### config.mk
export PLATFORM = sky130hd
export DESIGN_NAME = aro_top
export DESIGN_NICKNAME = d
export VERILOG_FILES = /design/src/rtl/aro_pkg.sv /design/src/rtl/aro_top.sv
export VERILOG_INCLUDE_DIRS = /design/src /design/src/rtl
export SDC_FILE = /design/constraint.sdc
export NUM_CORES = 1
export LEC_CHECK = 0
export BUFFER_PORTS_ARGS = -buffer_cell sky130_fd_sc_hd__buf_2
export CORE_UTILIZATION = 59
export CTS_CLUSTER_SIZE = 14
export DETAILED_ROUTE_END_ITERATION = 7
export PLACE_DENSITY = 0.81
export SYNTH_ARGS = -nofsm -noshare
export SYNTH_HDL_FRONTEND = slang
export SYNTH_SLANG_ARGS = --single-unit
export TNS_END_PERCENT = 30
### constraint.sdc
create_clock -name clk -period 5.7 [get_ports clk]
set_input_delay 1.425 -clock clk [delete_from_list [all_inputs] [get_ports clk]]
set_output_delay 1.425 -clock clk [all_outputs]
set_load 0.005 [all_outputs]
### src/rtl/aro_defines.svh
`ifndef ARO_DEFINES_SVH
`define ARO_DEFINES_SVH

// register byte offsets
`define ARO_REG_CTRL 4'h0
`define ARO_REG_STAT 4'h4
`define ARO_REG_DATA 4'h8

// control word field positions
`define ARO_CTL_ON 0
`define ARO_CTL_RES_LSB 1
`define ARO_CTL_OVS_EN 3
`define ARO_CTL_RATIO_LSB 4
`define ARO_CTL_SHIFT_LSB 8
`define ARO_CTL_SMPX_LSB 12
`define ARO_CTL_CONT 15

// status word field positions
`define ARO_STA_BUSY 0
`define ARO_STA_READY 1
`define ARO_STA_PHASE_LSB 2
`define ARO_STA_CNT_LSB 8

// reset values
`define ARO_CTRL_RST 16'h0000
`define ARO_DATA_RST 16'h0000

// timing in half converter clock cycles
`define ARO_TSMPL_MIN_H 6'h03
`define ARO_TCONV12_H 6'h19
`define ARO_TCONV10_H 6'h15
`define ARO_TCONV8_H 6'h11
`define ARO_TCONV6_H 6'h0d

// datapath limits
`define ARO_RAW_FULL 12'hfff
`define ARO_ACC_MAX 20'hfff00
`define ARO_SHIFT_MAX 4'h8

`endif

### src/rtl/aro_pkg.sv
package aro_pkg;

  typedef enum logic [1:0] {ARO_RES12, ARO_RES10, ARO_RES8, ARO_RES6} aro_res_t;

  typedef enum logic [1:0] {ARO_IDLE, ARO_SAMPLE, ARO_CONVERT} aro_phase_t;

  typedef struct packed {
    logic cont;
    logic [2:0] smp_x;
    logic [3:0] shift;
    logic [2:0] ratio;
    logic ovs_en;
    aro_res_t res;
    logic on;
  } aro_cfg_t;

  typedef struct packed {
    logic sample;
    logic convert;
    aro_res_t res;
  } aro_core_t;

  typedef struct packed {
    logic [15:0] data;
    logic valid;
  } aro_out_t;

  typedef struct packed {
    aro_cfg_t cfg;
    aro_phase_t phase;
    logic [4:0] cyc;
    logic [19:0] acc;
    logic [7:0] cnt;
    logic pend;
    aro_core_t core;
    aro_out_t out;
    logic ready;
    logic wait_r;
    logic [31:0] rdata;
  } aro_st_t;

endpackage

### src/rtl/aro_top.sv
// What this block does
// - resolution select field chooses 12, 10, 8 or 6 bit conversions.
// - approximation phase lasts 12.5, 10.5, 8.5 or 6.5 cycles by resolution.
// - sampling at least 1.5 cycles; totals 14, 12, 10 or 8 cycles with smp_x at zero, one more per smp_x step.
// - oversampling sums raw results into one word, at most 16 bits.
// - three-bit ratio field selects 2x up to 256x conversions per word.
// - four-bit shift field selects right shift of zero to eight bits.
// - accumulator holds 20-bit sums; shift applied before width reduction.
// - shifted result rounded to nearest, then low 16 bits kept.
// - excess high bits dropped silently, no saturation or overflow flag.
// - each oversampled conversion keeps standard sampling and conversion timing.
// - one output word after every N conversions, latency N conversion times.
// - oversampling works with both conv_start and continuous conversion modes.
`include "aro_defines.svh"
`timescale 1ns/10ps
`default_nettype none

module aro_top (
  input wire logic clk,
  input wire logic rst,
  input wire logic ce,
  input wire logic [3:0] avs_address,
  input wire logic avs_read,
  input wire logic avs_write,
  input wire logic [31:0] avs_writedata,
  input wire logic [3:0] avs_byteenable,
  output logic [31:0] avs_readdata,
  output logic avs_waitrequest,
  input wire logic conv_start,
  input wire logic [11:0] raw_data,
  output aro_pkg::aro_core_t core_ctl,
  output aro_pkg::aro_out_t result
);

  aro_pkg::aro_st_t s;
  aro_pkg::aro_st_t n;

  // total conversion time in whole cycles from half-cycle figures
  function automatic logic [4:0] t_adc(input aro_pkg::aro_res_t r, input logic [2:0] x);
    logic [5:0] conv_h;
    logic [5:0] tot_h;
    unique case (r)
      aro_pkg::ARO_RES12: conv_h = `ARO_TCONV12_H;
      aro_pkg::ARO_RES10: conv_h = `ARO_TCONV10_H;
      aro_pkg::ARO_RES8: conv_h = `ARO_TCONV8_H;
      aro_pkg::ARO_RES6: conv_h = `ARO_TCONV6_H;
    endcase
    tot_h = `ARO_TSMPL_MIN_H + {2'h0, x, 1'b0} + conv_h;
    return tot_h[5:1];
  endfunction

  // sampling cycles: the half-cycle edge is rounded up to the next clock edge
  function automatic logic [4:0] t_smp(input logic [2:0] x);
    logic [5:0] h;
    h = `ARO_TSMPL_MIN_H + {2'h0, x, 1'b0} + 6'h01;
    return h[5:1];
  endfunction

  function automatic logic [11:0] raw_mask(input aro_pkg::aro_res_t r);
    return `ARO_RAW_FULL >> {r, 1'b0};
  endfunction

  function automatic logic [7:0] last_cnt(input logic [2:0] code);
    logic [8:0] ratio;
    ratio = 9'h002 << code;
    return 8'(ratio - 9'h001);
  endfunction

  function automatic logic [3:0] eff_shift(input logic [3:0] sh);
    return (sh > `ARO_SHIFT_MAX) ? `ARO_SHIFT_MAX : sh;
  endfunction

  function automatic logic [15:0] round_shift(input logic [19:0] sum, input logic [3:0] sh);
    logic [19:0] t;
    logic rb;
    rb = (sh == 4'h0) ? 1'b0 : sum[sh - 4'h1];
    t = (sum >> sh) + {19'h0, rb};
    return t[15:0];
  endfunction

  logic req;
  logic take;
  logic last;
  logic fire;
  logic [11:0] raw_m;
  logic [19:0] sum_w;
  logic [3:0] sh_w;

  assign req = avs_read | avs_write;
  assign take = req & ~s.wait_r;
  assign last = (s.phase == aro_pkg::ARO_CONVERT) && (s.cyc == t_adc(s.cfg.res, s.cfg.smp_x) - 5'h01);
  assign raw_m = raw_data & raw_mask(s.cfg.res);
  assign sum_w = s.acc + {8'h00, raw_m};
  assign sh_w = eff_shift(s.cfg.shift);
  assign fire = last & s.cfg.ovs_en & (s.cnt == last_cnt(s.cfg.ratio));

  always_comb begin
    logic [15:0] wd;
    logic restart;
    wd = avs_writedata[15:0];
    restart = 1'b0;
    n = s;
    n.out.valid = 1'b0;
    n.wait_r = 1'b1;

    // bus: one wait cycle, then the request is taken
    if (req && s.wait_r) begin
      n.wait_r = 1'b0;
      unique case (avs_address)
        // bit 7 is unused so the shift field sits on its own lane
        `ARO_REG_CTRL: n.rdata = {16'h0000, s.cfg.cont, s.cfg.smp_x, s.cfg.shift, 1'b0,
                                  s.cfg.ratio, s.cfg.ovs_en, s.cfg.res, s.cfg.on};
        `ARO_REG_STAT: n.rdata = {16'h0000, s.cnt, 4'h0, s.phase, s.ready,
                                  s.phase != aro_pkg::ARO_IDLE};
        `ARO_REG_DATA: n.rdata = {16'h0000, s.out.data};
        default: n.rdata = 32'h0000_0000;
      endcase
    end
    if (take && avs_write && avs_address == `ARO_REG_CTRL) begin
      if (avs_byteenable[0]) begin
        n.cfg.on = wd[`ARO_CTL_ON];
      end
      // fields are frozen while running so a half-built word never escapes
      if (!s.cfg.on) begin
        if (avs_byteenable[0]) begin
          n.cfg.res = aro_pkg::aro_res_t'(wd[`ARO_CTL_RES_LSB +: 2]);
          n.cfg.ovs_en = wd[`ARO_CTL_OVS_EN];
          n.cfg.ratio = wd[`ARO_CTL_RATIO_LSB +: 3];
        end
        if (avs_byteenable[1]) begin
          n.cfg.shift = wd[`ARO_CTL_SHIFT_LSB +: 4];
          n.cfg.smp_x = wd[`ARO_CTL_SMPX_LSB +: 3];
          n.cfg.cont = wd[`ARO_CTL_CONT];
        end
      end
    end
    if (take && avs_read && avs_address == `ARO_REG_DATA) begin
      n.ready = 1'b0;
    end

    // conversion sequencing, same for every mode that issues starts
    unique case (s.phase)
      aro_pkg::ARO_IDLE: begin
        if (s.cfg.on && (s.pend || s.cfg.cont)) begin
          restart = 1'b1;
        end
      end
      aro_pkg::ARO_SAMPLE: begin
        n.cyc = s.cyc + 5'h01;
        if (s.cyc == t_smp(s.cfg.smp_x) - 5'h01) begin
          n.phase = aro_pkg::ARO_CONVERT;
        end
      end
      aro_pkg::ARO_CONVERT: begin
        n.cyc = s.cyc + 5'h01;
        if (last) begin
          if (s.cfg.ovs_en) begin
            if (fire) begin
              n.out.data = round_shift(sum_w, sh_w);
              n.out.valid = 1'b1;
              n.ready = 1'b1;
              n.acc = 20'h00000;
              n.cnt = 8'h00;
            end else begin
              n.acc = sum_w;
              n.cnt = s.cnt + 8'h01;
            end
          end else begin
            n.out.data = {4'h0, raw_m};
            n.out.valid = 1'b1;
            n.ready = 1'b1;
          end
          n.phase = aro_pkg::ARO_IDLE;
          // back to back keeps every conversion the same length
          if (s.cfg.on && (s.pend || s.cfg.cont)) begin
            restart = 1'b1;
          end
        end
      end
      default: n.phase = aro_pkg::ARO_IDLE;
    endcase
    if (restart) begin
      n.phase = aro_pkg::ARO_SAMPLE;
      n.cyc = 5'h00;
      n.pend = 1'b0;
    end
    // a start in the consuming cycle stays pending
    if (conv_start) begin
      n.pend = 1'b1;
    end
    // switching off aborts and drops a partial sum
    if (!s.cfg.on) begin
      n.phase = aro_pkg::ARO_IDLE;
      n.cyc = 5'h00;
      n.acc = 20'h00000;
      n.cnt = 8'h00;
      n.pend = 1'b0;
    end
    n.core.sample = (n.phase == aro_pkg::ARO_SAMPLE);
    n.core.convert = (n.phase == aro_pkg::ARO_CONVERT);
    n.core.res = n.cfg.res;
  end

  always_ff @(posedge clk or posedge rst) begin
    if (rst) begin
      s <= '0;
      s.wait_r <= 1'b1;
    end else if (ce) begin
      s <= n;
    end
  end

  assign avs_readdata = s.rdata;
  assign avs_waitrequest = s.wait_r;
  assign core_ctl = s.core;
  assign result = s.out;

  // checking helpers
  logic [4:0] smp_len;
  logic [19:0] half_lsb;
  logic [19:0] chk_sum;
  assign smp_len = t_smp(s.cfg.smp_x);
  assign half_lsb = (sh_w == 4'h0) ? 20'h00000 : (20'h00001 << (sh_w - 4'h1));
  assign chk_sum = sum_w + half_lsb;
endmodule

`default_nettype wire

==> results of run 1 <==
state kept, by name (all words and copies together) (netlist names):
name and cells:
avs_readdata 16, avs_waitrequest 1, core_ctl 4, result 17
s 50
final cells by class:
| cell class | count | area, sq um | area share, % |
|---|---|---|---|
| clock inverters | 6 | 91.34 | 1.066 |
| multi-input cells | 765 | 5025 | 58.64 |
| flip-flops and latches | 88 | 2203 | 25.72 |
| clock buffers | 10 | 239.0 | 2.789 |
| inverters | 30 | 113.9 | 1.329 |
| repair buffers | 116 | 680.7 | 7.944 |
| well taps | 172 | 215.2 | 2.512 |
where the power goes:
group / switching (mW) / leakage (nW) / total, mW / internal, mW
Combinational: 0.429 / 2.33 / 0.707 / 0.277
Sequential: 0.0450 / 1.19 / 0.688 / 0.643
Clock: 0.271 / 0.163 / 0.670 / 0.399
cell families (layout without fill, tap and decap cells):
| family | after synthesis | in the layout |
|---|---|---|
| adders and majority gates | 31 | 31 |
| xor gates and xnor gates | 35 | 35 |
| and+or+nand+nor | 343 | 343 |
| buffers and inverters | 141 | 162 |
| other | 1 | 16 |
| muxes | 22 | 22 |
| DFF | 88 | 88 |
| AOI/OAI and AO/OA | 318 | 318 |
metrics by stage:
stage	std cells	hold slack, ps
after floorplan	994	445.6
after global placement	1171	456.3
after detailed placement	1171	465.1
after CTS	1187	483.2
after global routing	1187	499.8
final	1187	481.3
worst register-to-register path: cells and delay by family (launching register included):
kind | cells | cell delay [ps]
and+or+nand+nor | 7 | 1220
buffers and inverters | 2 | 310
adders and majority gates | 2 | 850
AOI/OAI and AO/OA | 5 | 1930
DFF | 1 | 490
placed cells by master, fill, tap and decap left out, types with 16 or more instances in the layout:
cell type and n:
xnor2_1 20, nand2_1 121, inv_1 26, a21oi_1 51, buf_2 76, o31ai_1 30
nor3_1 17, nand3_1 22, conb_1 16, o21ai_0 86, dfrtp_1 87, nor2_1 70
ha_1 30, buf_4 40
how the worst min path moves through the flow:
| stage | endpoint | slack, ps | cells past startpoint |
|---|---|---|---|
| 6_report | avs_readdata[7]$_DFFE_PP0P_ | 480 | 2 |
| 5_1_grt | avs_readdata[10]$_DFFE_PP0P_ | 500 | 2 |
| 4_1_cts | s[33]$_DFFE_PP0P_ | 480 | 2 |
| 3_5_place_dp | avs_readdata[12]$_DFFE_PP0P_ | 470 | 2 |
| 3_3_place_gp | avs_readdata[8]$_DFFE_PP0P_ | 460 | 2 |
| 2_1_floorplan | s[33]$_DFFE_PP0P_ | 450 | 2 |
per-layer routing:
metal	routed length, microns	track usage (%)
met2	11240	56.43
met4	710	13.62
met1	9832	45.46
met3	2360	8.818
met5	0	0
cells in the mapped netlist, types with 8 or more instances:
| cell type | instances |
|---|---|
| a211oi_1 | 12 |
| a21oi_1 | 51 |
| a221oi_1 | 8 |
| a22o_1 | 14 |
| a22oi_1 | 13 |
| and3_1 | 11 |
| buf_2 | 9 |
| buf_4 | 57 |
| clkbuf_1 | 40 |
| dfrtp_1 | 87 |
| ha_1 | 30 |
| inv_1 | 27 |
| mux2_2 | 11 |
| nand2_1 | 121 |
| nand2b_1 | 9 |
| nand3_1 | 22 |
| nand4_1 | 14 |
| nor2_1 | 70 |
| nor2b_1 | 9 |
| nor3_1 | 17 |
| nor3b_1 | 8 |
| nor4_1 | 15 |
| o211ai_1 | 8 |
| o21ai_0 | 86 |
| o31ai_1 | 30 |
| or3_1 | 8 |
| xnor2_1 | 20 |
| xor2_1 | 11 |
==> metrics.txt, run 1 <==
Worst Setup End Kind register; H-Tree Depth 3; Routed WL 24150 microns; critical path's largest stage delay 720 ps; Period minus WS final 5273 ps; Synth Area in XOR/XNOR 4.412%; Row Count 41; WL/cell 20.34 microns; residual DRC count 0; die outline height 117.8 microns; Worst Setup Start Kind input pin; PD cells 240.9 nW/um^2; Setup Buffers After CTS 0; CP startpoint raw_data[7]; status finished clean; hold path start avs_readdata[7]$_DFFE_PP0P_; Setup Skew 10.83 ps; nets 1099; die footprint 13880 sq um; Hold Violations, Final 0; CP Class input pin to register; max-slew violations 0; Slowest-stage cell, CP o21ai_0; CTS tree done; primary flip-flop cell chosen by synthesis mapping dfrtp_1; post-synth cell types 93; count of flip-flops with a built-in enable after synthesis 0; Worst-path clk slew 70 ps; layout cells sized above 1 18.72%; post-synthesis adder-cell area fraction 4.998%; total track usage 35.19%; Rel. slew slack 24.51%; syn_area_per_cell 8.081 sq um; worst setup path end result[12]$_DFFE_PP0P_; mux cell area share after synthesis 3.590%; cells after synthesis 979; gr ovfl total 0; share of Yosys cell area claimed by the top area cell type 27.52%; final worst-path cycle share 92.50%; CTS Sinks 88; crit-path cells buf_2, nor2b_1, buf_4, ha_1, nand4_1, o221ai_1, a21oi_1, o21ai_0, o21ai_0, a311oi_1, nor3_1, nand3b_1, nor4_1, buf_4, or4_1, nand3_1; post-cts hold buffer count 0; DR pass1 iterations 6; Pwr Total 2.064 mW; Final setup viols 0; CP top delay family compound AO/OA/AOI/OAI gates; Compound-Gate Fraction of Synth Area 28.09%; WP depth 16; Post-Place Setup Slack 175.0 ps; Leakage 3.679 nW; vias in the first global route 7259; Final ANT Viol Nets 0; worst-path fanout max 12; post-layout util 66.81%; Async SR Flop Fraction 100.0%; Yosys warning total 0; crit path DAT 5560 ps; part of the Yosys area used for sequential elements 27.85%; vias per inst 6.592; clock root cell clkbuf_16; Clock Latency Late Sink 360 ps; Iteration-0 DRC Markers 900; top cell type by total area after synthesis dfrtp_1; routability cong. 1.026; Hold WC Path Type register to register; # diodes 0; RSZ-0062 raised after global routing no; dpl hpwl 18130 microns; final worst slack 427.2 ps; die width 117.8 microns; Seq cells post-synth 88; first-pass GRT wire length 38690 microns; Cell Area, Synth 7911 sq um; top post-synthesis cells by area dfrtp_1, nand2_1, o21ai_0; largest net degree at the start of global routing 53; Initial Utilization 61.69%; required time of the critical path 5990 ps; Top-Level Pins 112; # Max-Cap Violations 0; initial antenna violation count 0; CTS Buf Count 9; Area Growth Syn to Fin 8.303%; reg2reg start core_ctl[1]$_DFFE_PP0P_; Core ar. 12820 sq um; CTS Buffer Depth 2; simple-gate share of the synthesized area 21.29%; largest family of logic cells by synthesized area compound AO/OA/AOI/OAI gates; CP bufs+invs 3; Placed Area 8238 sq um; via count 7825; Design Area, Final 8568 sq um; Max VDD drop 0.1682 mV; # resized after CTS 0; Worst-Margin Slew 1129 ps; R2R Path End result[12]$_DFFE_PP0P_; reg2reg setup slack 840 ps; port bufs 76; worst reg2reg path depth 16; setup TNS 0 ps; Max Fclk 189.7 MHz; fill count 1088
Power figures use the tool's default switching activity.
==> run 2, diff against run 1 <==
clock period = 6 ns   (was 5.7 ns; I/O delays follow)
==> metrics.txt, run 2 (synthesis results as in run 1) <==
Worst-path clk slew 70 ps (about the same); max-slew violations 0 (unchanged); hold path start avs_readdata[7]$_DFFE_PP0P_ (unchanged); H-Tree Depth 3 (unchanged); fill count 1125 (was 1088); Worst-Margin Slew 1034 ps (was 1129 ps); Worst Setup Start Kind input pin (unchanged); Area Growth Syn to Fin 6.658% (was 8.303%); largest net degree at the start of global routing 49 (was 53); commonest non-fill, non-tap cells in the layout nand2_1, dfrtp_1, o21ai_0 (unchanged); routability cong. 1.018 (was 1.026); DR pass1 iterations 7 (was 6); Largest Register s (unchanged); # Max-Cap Violations 0 (unchanged); Worst Setup End Kind register (unchanged); vias per inst 6.628 (was 6.592); max reg flops 50 (unchanged); CP startpoint raw_data[6] (was raw_data[7]); Final ANT Viol Nets 0 (unchanged); Hold Slack 473.9 ps (was 481.3 ps); Period minus WS final 5493 ps; CTS Buffer Depth 2 (unchanged); # resized after CTS 0 (unchanged); Hold Violations, Final 0 (unchanged); layout cells sized above 1 17.50% (was 18.72%); RSZ-0062 raised after global routing no (unchanged); residual DRC count 0 (unchanged); Max Fclk 182.0 MHz; via count 7768 (was 7825); CTS Sinks 88 (unchanged); Iteration-0 DRC Markers 805 (was 900); initial antenna violation count 0 (unchanged); Routed WL 23160 microns (was 24150 microns); CTS Buf Count 9 (unchanged); Clock Latency Late Sink 360 ps (about the same); reg2reg start core_ctl[0]$_DFFE_PP0P_ (was core_ctl[1]$_DFFE_PP0P_); Leakage 3.587 nW (was 3.679 nW); # diodes 0 (unchanged); Core ar. 12820 sq um (unchanged); final worst slack 506.9 ps (was 427.2 ps); status finished clean (unchanged); CP Class input pin to register (unchanged); Top-Level Pins 112 (unchanged); vias in the first global route 7195 (was 7259); Final setup viols 0 (unchanged); die footprint 13880 sq um (unchanged); die width 117.8 microns (unchanged); port bufs 76 (unchanged); setup TNS 0 ps (unchanged); most common cell after layout, fill and taps aside nand2_1 (unchanged); reg2reg setup slack 960 ps (was 840 ps); Setup Buffers After CTS 0 (unchanged); Row Count 41 (unchanged); dpl hpwl 17540 microns (was 18130 microns); first-pass GRT wire length 37650 microns (was 38690 microns); CTS tree done (unchanged); Rel. slew slack 30.78% (was 24.51%); Post-Place Setup Slack 215.1 ps (was 175.0 ps); area of the multi-input gates 5025 sq um (unchanged); worst-path fanout max 12 (unchanged); final worst-path cycle share 91.55%; crit path DAT 5730 ps (was 5560 ps); PD cells 225.5 nW/um^2 (was 240.9 nW/um^2); die outline height 117.8 microns (unchanged); nets 1084 (was 1099); WL/cell 19.76 microns (was 20.34 microns); FF/Latch Area 2203 sq um (unchanged); gr ovfl total 0 (unchanged); Hold WC Path Type register to register (unchanged); Pwr Total 1.903 mW (was 2.064 mW); total track usage 34.11% (was 35.19%); clock root cell clkbuf_16 (unchanged); post-cts hold buffer count 0 (unchanged); Initial Utilization 61.69% (unchanged); Setup Skew 11.33 ps (was 10.83 ps); required time of the critical path 6240 ps (was 5990 ps); Max VDD drop 0.1635 mV (was 0.1682 mV)
[run 2: power breakdown]
group	switching [mW]	internal, mW
logic	0.398	0.252
registers	0.0412	0.611
clock network	0.269	0.331
[run 2: stage by stage]
step	utilization (%)	std cells	cell area, sq um
after floorplan	-	994	7968
after global routing	65.80	1172	8438
after detailed placement	63.36	1156	8125
final	65.80	1172	8438
after CTS	65.80	1172	8438
after global placement	63.36	1156	8125
[run 2: final timing paths]
| kind | endpoint | depth (start not counted) |
|---|---|---|
| min | avs_readdata[7]$_DFFE_PP0P_ | 2 |
| max in group asynchronous | core_ctl[0]$_DFFE_PP0P_ | 3 |
| max reg2reg | result[12]$_DFFE_PP0P_ | 15 |
| min in group asynchronous | result[1]$_DFFE_PP0P_ | 2 |
| max | result[12]$_DFFE_PP0P_ | 15 |
| min reg2reg | avs_readdata[7]$_DFFE_PP0P_ | 2 |
[run 2: worst max-delay path: stages]
cell and delay [ps]:
buf_2 90, nor2b_1 380, ha_1 450, a21o_1 240, a222oi_1 440, o311ai_2 260, mux2_2 340, mux4_2 440
mux2i_1 250, ha_1 210, and3_1 280, nand2_1 110, nor4_1 480, or4_1 180, nand3_1 70
[run 2: layer usage]
metal / share of wire, % / global-route usage (%) / vias to the layer above
met5: 0.082 / 0 / -
met4: 3.4 / 14.02 / 2
met3: 8.9 / 7.316 / 83
met2: 46 / 54.71 / 435
met1: 42 / 44.54 / 3664
li1: - / - / 3584
[run 2: layout make-up]
cell class	count	share of cell area [%]
Inverter	30	1.349
Multi-Input combinational cell	765	59.55
Clock buffer	9	2.669
Timing Repair Buffer	101	6.732
Clock inverter	7	1.038
Sequential cell	88	26.11
Tap cell	172	2.550
==> run 3, diff against run 2 <==
CORE_UTILIZATION = 50   (was 59)
PLACE_DENSITY = 0.7   (was 0.81)
==> metrics.txt, run 3 (synthesis results as in run 1) <==
Iteration-0 DRC Markers 708 (was 805); setup TNS 0 ps (unchanged); commonest non-fill, non-tap cells in the layout nand2_1, dfrtp_1, o21ai_0 (unchanged); CP Class input pin to register (unchanged); final worst slack 679.9 ps (was 506.9 ps); Switching Power 699.8 uW (was 708.5 uW); Final setup viols 0 (unchanged); DR pass1 iterations 5 (was 7); CTS Buf Count 9 (unchanged); residual DRC count 0 (unchanged); Clock Latency Late Sink 360 ps (about the same); worst reg2reg path depth 15 (unchanged); Leakage 3.574 nW (was 3.587 nW); largest net degree at the start of global routing 61 (was 49); nets 1086 (was 1084); gr ovfl total 0 (unchanged); status finished clean (unchanged); max-slew violations 0 (unchanged); # resized after CTS 0 (unchanged); first-pass GRT wire length 36060 microns (was 37650 microns); CTS Sinks 88 (unchanged); via count 7523 (was 7768); fill count 1469 (was 1125); Max VDD drop 0.1306 mV (was 0.1635 mV); Pint 1.151 mW (was 1.194 mW); Worst-path clk slew 60 ps (was 70 ps); Row Count 45 (was 41); Post-Place Setup Slack 406.6 ps (was 215.1 ps); Worst-Margin Slew 1098 ps (was 1034 ps); area of the multi-input gates 5025 sq um (unchanged); Flop pwr share 35.3% (was 34.3%); Hold WC Path Type register to register (unchanged); clock power share 29.3% (was 31.5%); Core ar. 15310 sq um (was 12820 sq um); die footprint 16330 sq um (was 13880 sq um); PD cells 218.7 nW/um^2 (was 225.5 nW/um^2); Initial Utilization 51.66% (was 61.69%); CTS tree done (unchanged); total track usage 28.26% (was 34.11%); reg2reg start core_ctl[0]$_DFFE_PP0P_ (unchanged); die width 127.8 microns (was 117.8 microns); Comb power frac 35.5% (was 34.2%); layout cells sized above 1 17.56% (was 17.50%); worst-path fanout max 12 (unchanged); clock root cell clkbuf_16 (unchanged); crit path DAT 5550 ps (was 5730 ps); initial antenna violation count 0 (unchanged); Largest Register s (unchanged); required time of the critical path 6230 ps (was 6240 ps); WHS Endpoint avs_readdata[1]$_DFFE_PP0P_ (was avs_readdata[7]$_DFFE_PP0P_); Rel. slew slack 26.83% (was 30.78%); Top-Level Pins 112 (unchanged); Area Growth Syn to Fin 6.959% (was 6.658%); Setup Skew 15.16 ps (was 11.33 ps); WL/cell 18.79 microns (was 19.76 microns); Period minus WS final 5320 ps (was 5493 ps); vias per inst 6.202 (was 6.628); hold depth 2 (unchanged); # diodes 0 (unchanged); routability cong. 0.9985 (was 1.018); post-cts hold buffer count 0 (unchanged); switching part of the total 37.82% (was 37.24%); FF/Latch Area 2203 sq um (unchanged); most common cell after layout, fill and taps aside nand2_1 (unchanged); reg2reg setup slack 1110 ps (was 960 ps); RSZ-0062 raised after global routing no (unchanged); hold path start avs_readdata[1]$_DFFE_PP0P_ (was avs_readdata[7]$_DFFE_PP0P_); dpl hpwl 17380 microns (was 17540 microns); vias in the first global route 6761 (was 7195); # Max-Cap Violations 0 (unchanged); Max Fclk 188.0 MHz (was 182.0 MHz); Final ANT Viol Nets 0 (unchanged); CTS Buffer Depth 2 (unchanged); H-Tree Depth 3 (unchanged); Setup Buffers After CTS 0 (unchanged); Hold Violations, Final 0 (unchanged); post-layout util 55.25% (was 65.80%); Worst Setup End Kind register (unchanged); Routed WL 22790 microns (was 23160 microns); port bufs 76 (unchanged); max reg flops 50 (unchanged); Worst Setup Start Kind input pin (unchanged); die outline height 127.8 microns (was 117.8 microns); R2R Path End result[12]$_DFFE_PP0P_ (unchanged); final worst-path cycle share 88.67% (was 91.55%)
[run 3: cell count changes in the layout (fill, tap and decap cells not counted)]
cell and delta:
clkinv_2 +1, clkinv_8 -1, inv_6 -2, buf_4 +2
bufinv_16 -1, clkinvlp_4 +2, clkbuf_1 +1
[run 3: area by class of cell]
class / count / share of cell area [%]
inverter: 30 / 1.346
clock inverter: 6 / 0.5175
clock buffer: 10 / 2.706
sequential: 88 / 26.04
tap: 211 / 3.120
timing repair buffer: 103 / 6.890
multi-input combinational: 765 / 59.38
[run 3: how the worst max path moves through the flow]
stage | startpoint | end | slack [ps] | cells after the start
after floorplan | raw_data[6] | result[15]$_DFFE_PP0P_ | 940 | 16
final | raw_data[7] | result[12]$_DFFE_PP0P_ | 680 | 15
after global routing | raw_data[7] | result[12]$_DFFE_PP0P_ | 370 | 15
after global placement | raw_data[7] | result[12]$_DFFE_PP0P_ | 430 | 15
after detailed placement | raw_data[7] | result[12]$_DFFE_PP0P_ | 410 | 15
after CTS | raw_data[7] | result[12]$_DFFE_PP0P_ | 760 | 15
[run 3: power groups by stage]
stage,clock [mW],sequential [mW],combinational [mW]
2_1_floorplan,0,0.635,0.509
3_3_place_gp,0,0.662,0.633
3_5_place_dp,0,0.662,0.642
4_1_cts,0.548,0.651,0.644
5_1_grt,0.570,0.655,0.710
6_report,0.541,0.652,0.657
[run 3: per-stage QoR]
step	cells	power (mW)	instance area [sq um]	hold slack (ps)
finish	1213	1.850	8462	473.8
global route	1213	1.936	8462	499.9
CTS	1213	1.844	8462	479.3
detailed placement	1197	1.305	8189	465.4
global placement	1197	1.295	8189	458.6
floorplan	994	1.143	7968	445.6
[run 3: critical path: stages]
cell      delay [ps]
buf_2             90
nor2b_1          360
ha_1             450
and3_1           230
a222oi_1         280
o311ai_2         240
mux2_2           340
mux4_2           450
mux2i_1          260
ha_1             220
and3_1           290
nand2_1          170
nor4_1           430
or4_1            170
nand3_1           70
[run 3: per-layer routing]
layer / vias to the layer above / share of wire, % / global-route usage [%]
li1: 3599 / - / -
met1: 3568 / 46 / 39.37
met2: 313 / 45 / 44.66
met3: 43 / 7.4 / 5.342
met4: 0 / 2.1 / 7.958
met5: - / 0 / 0
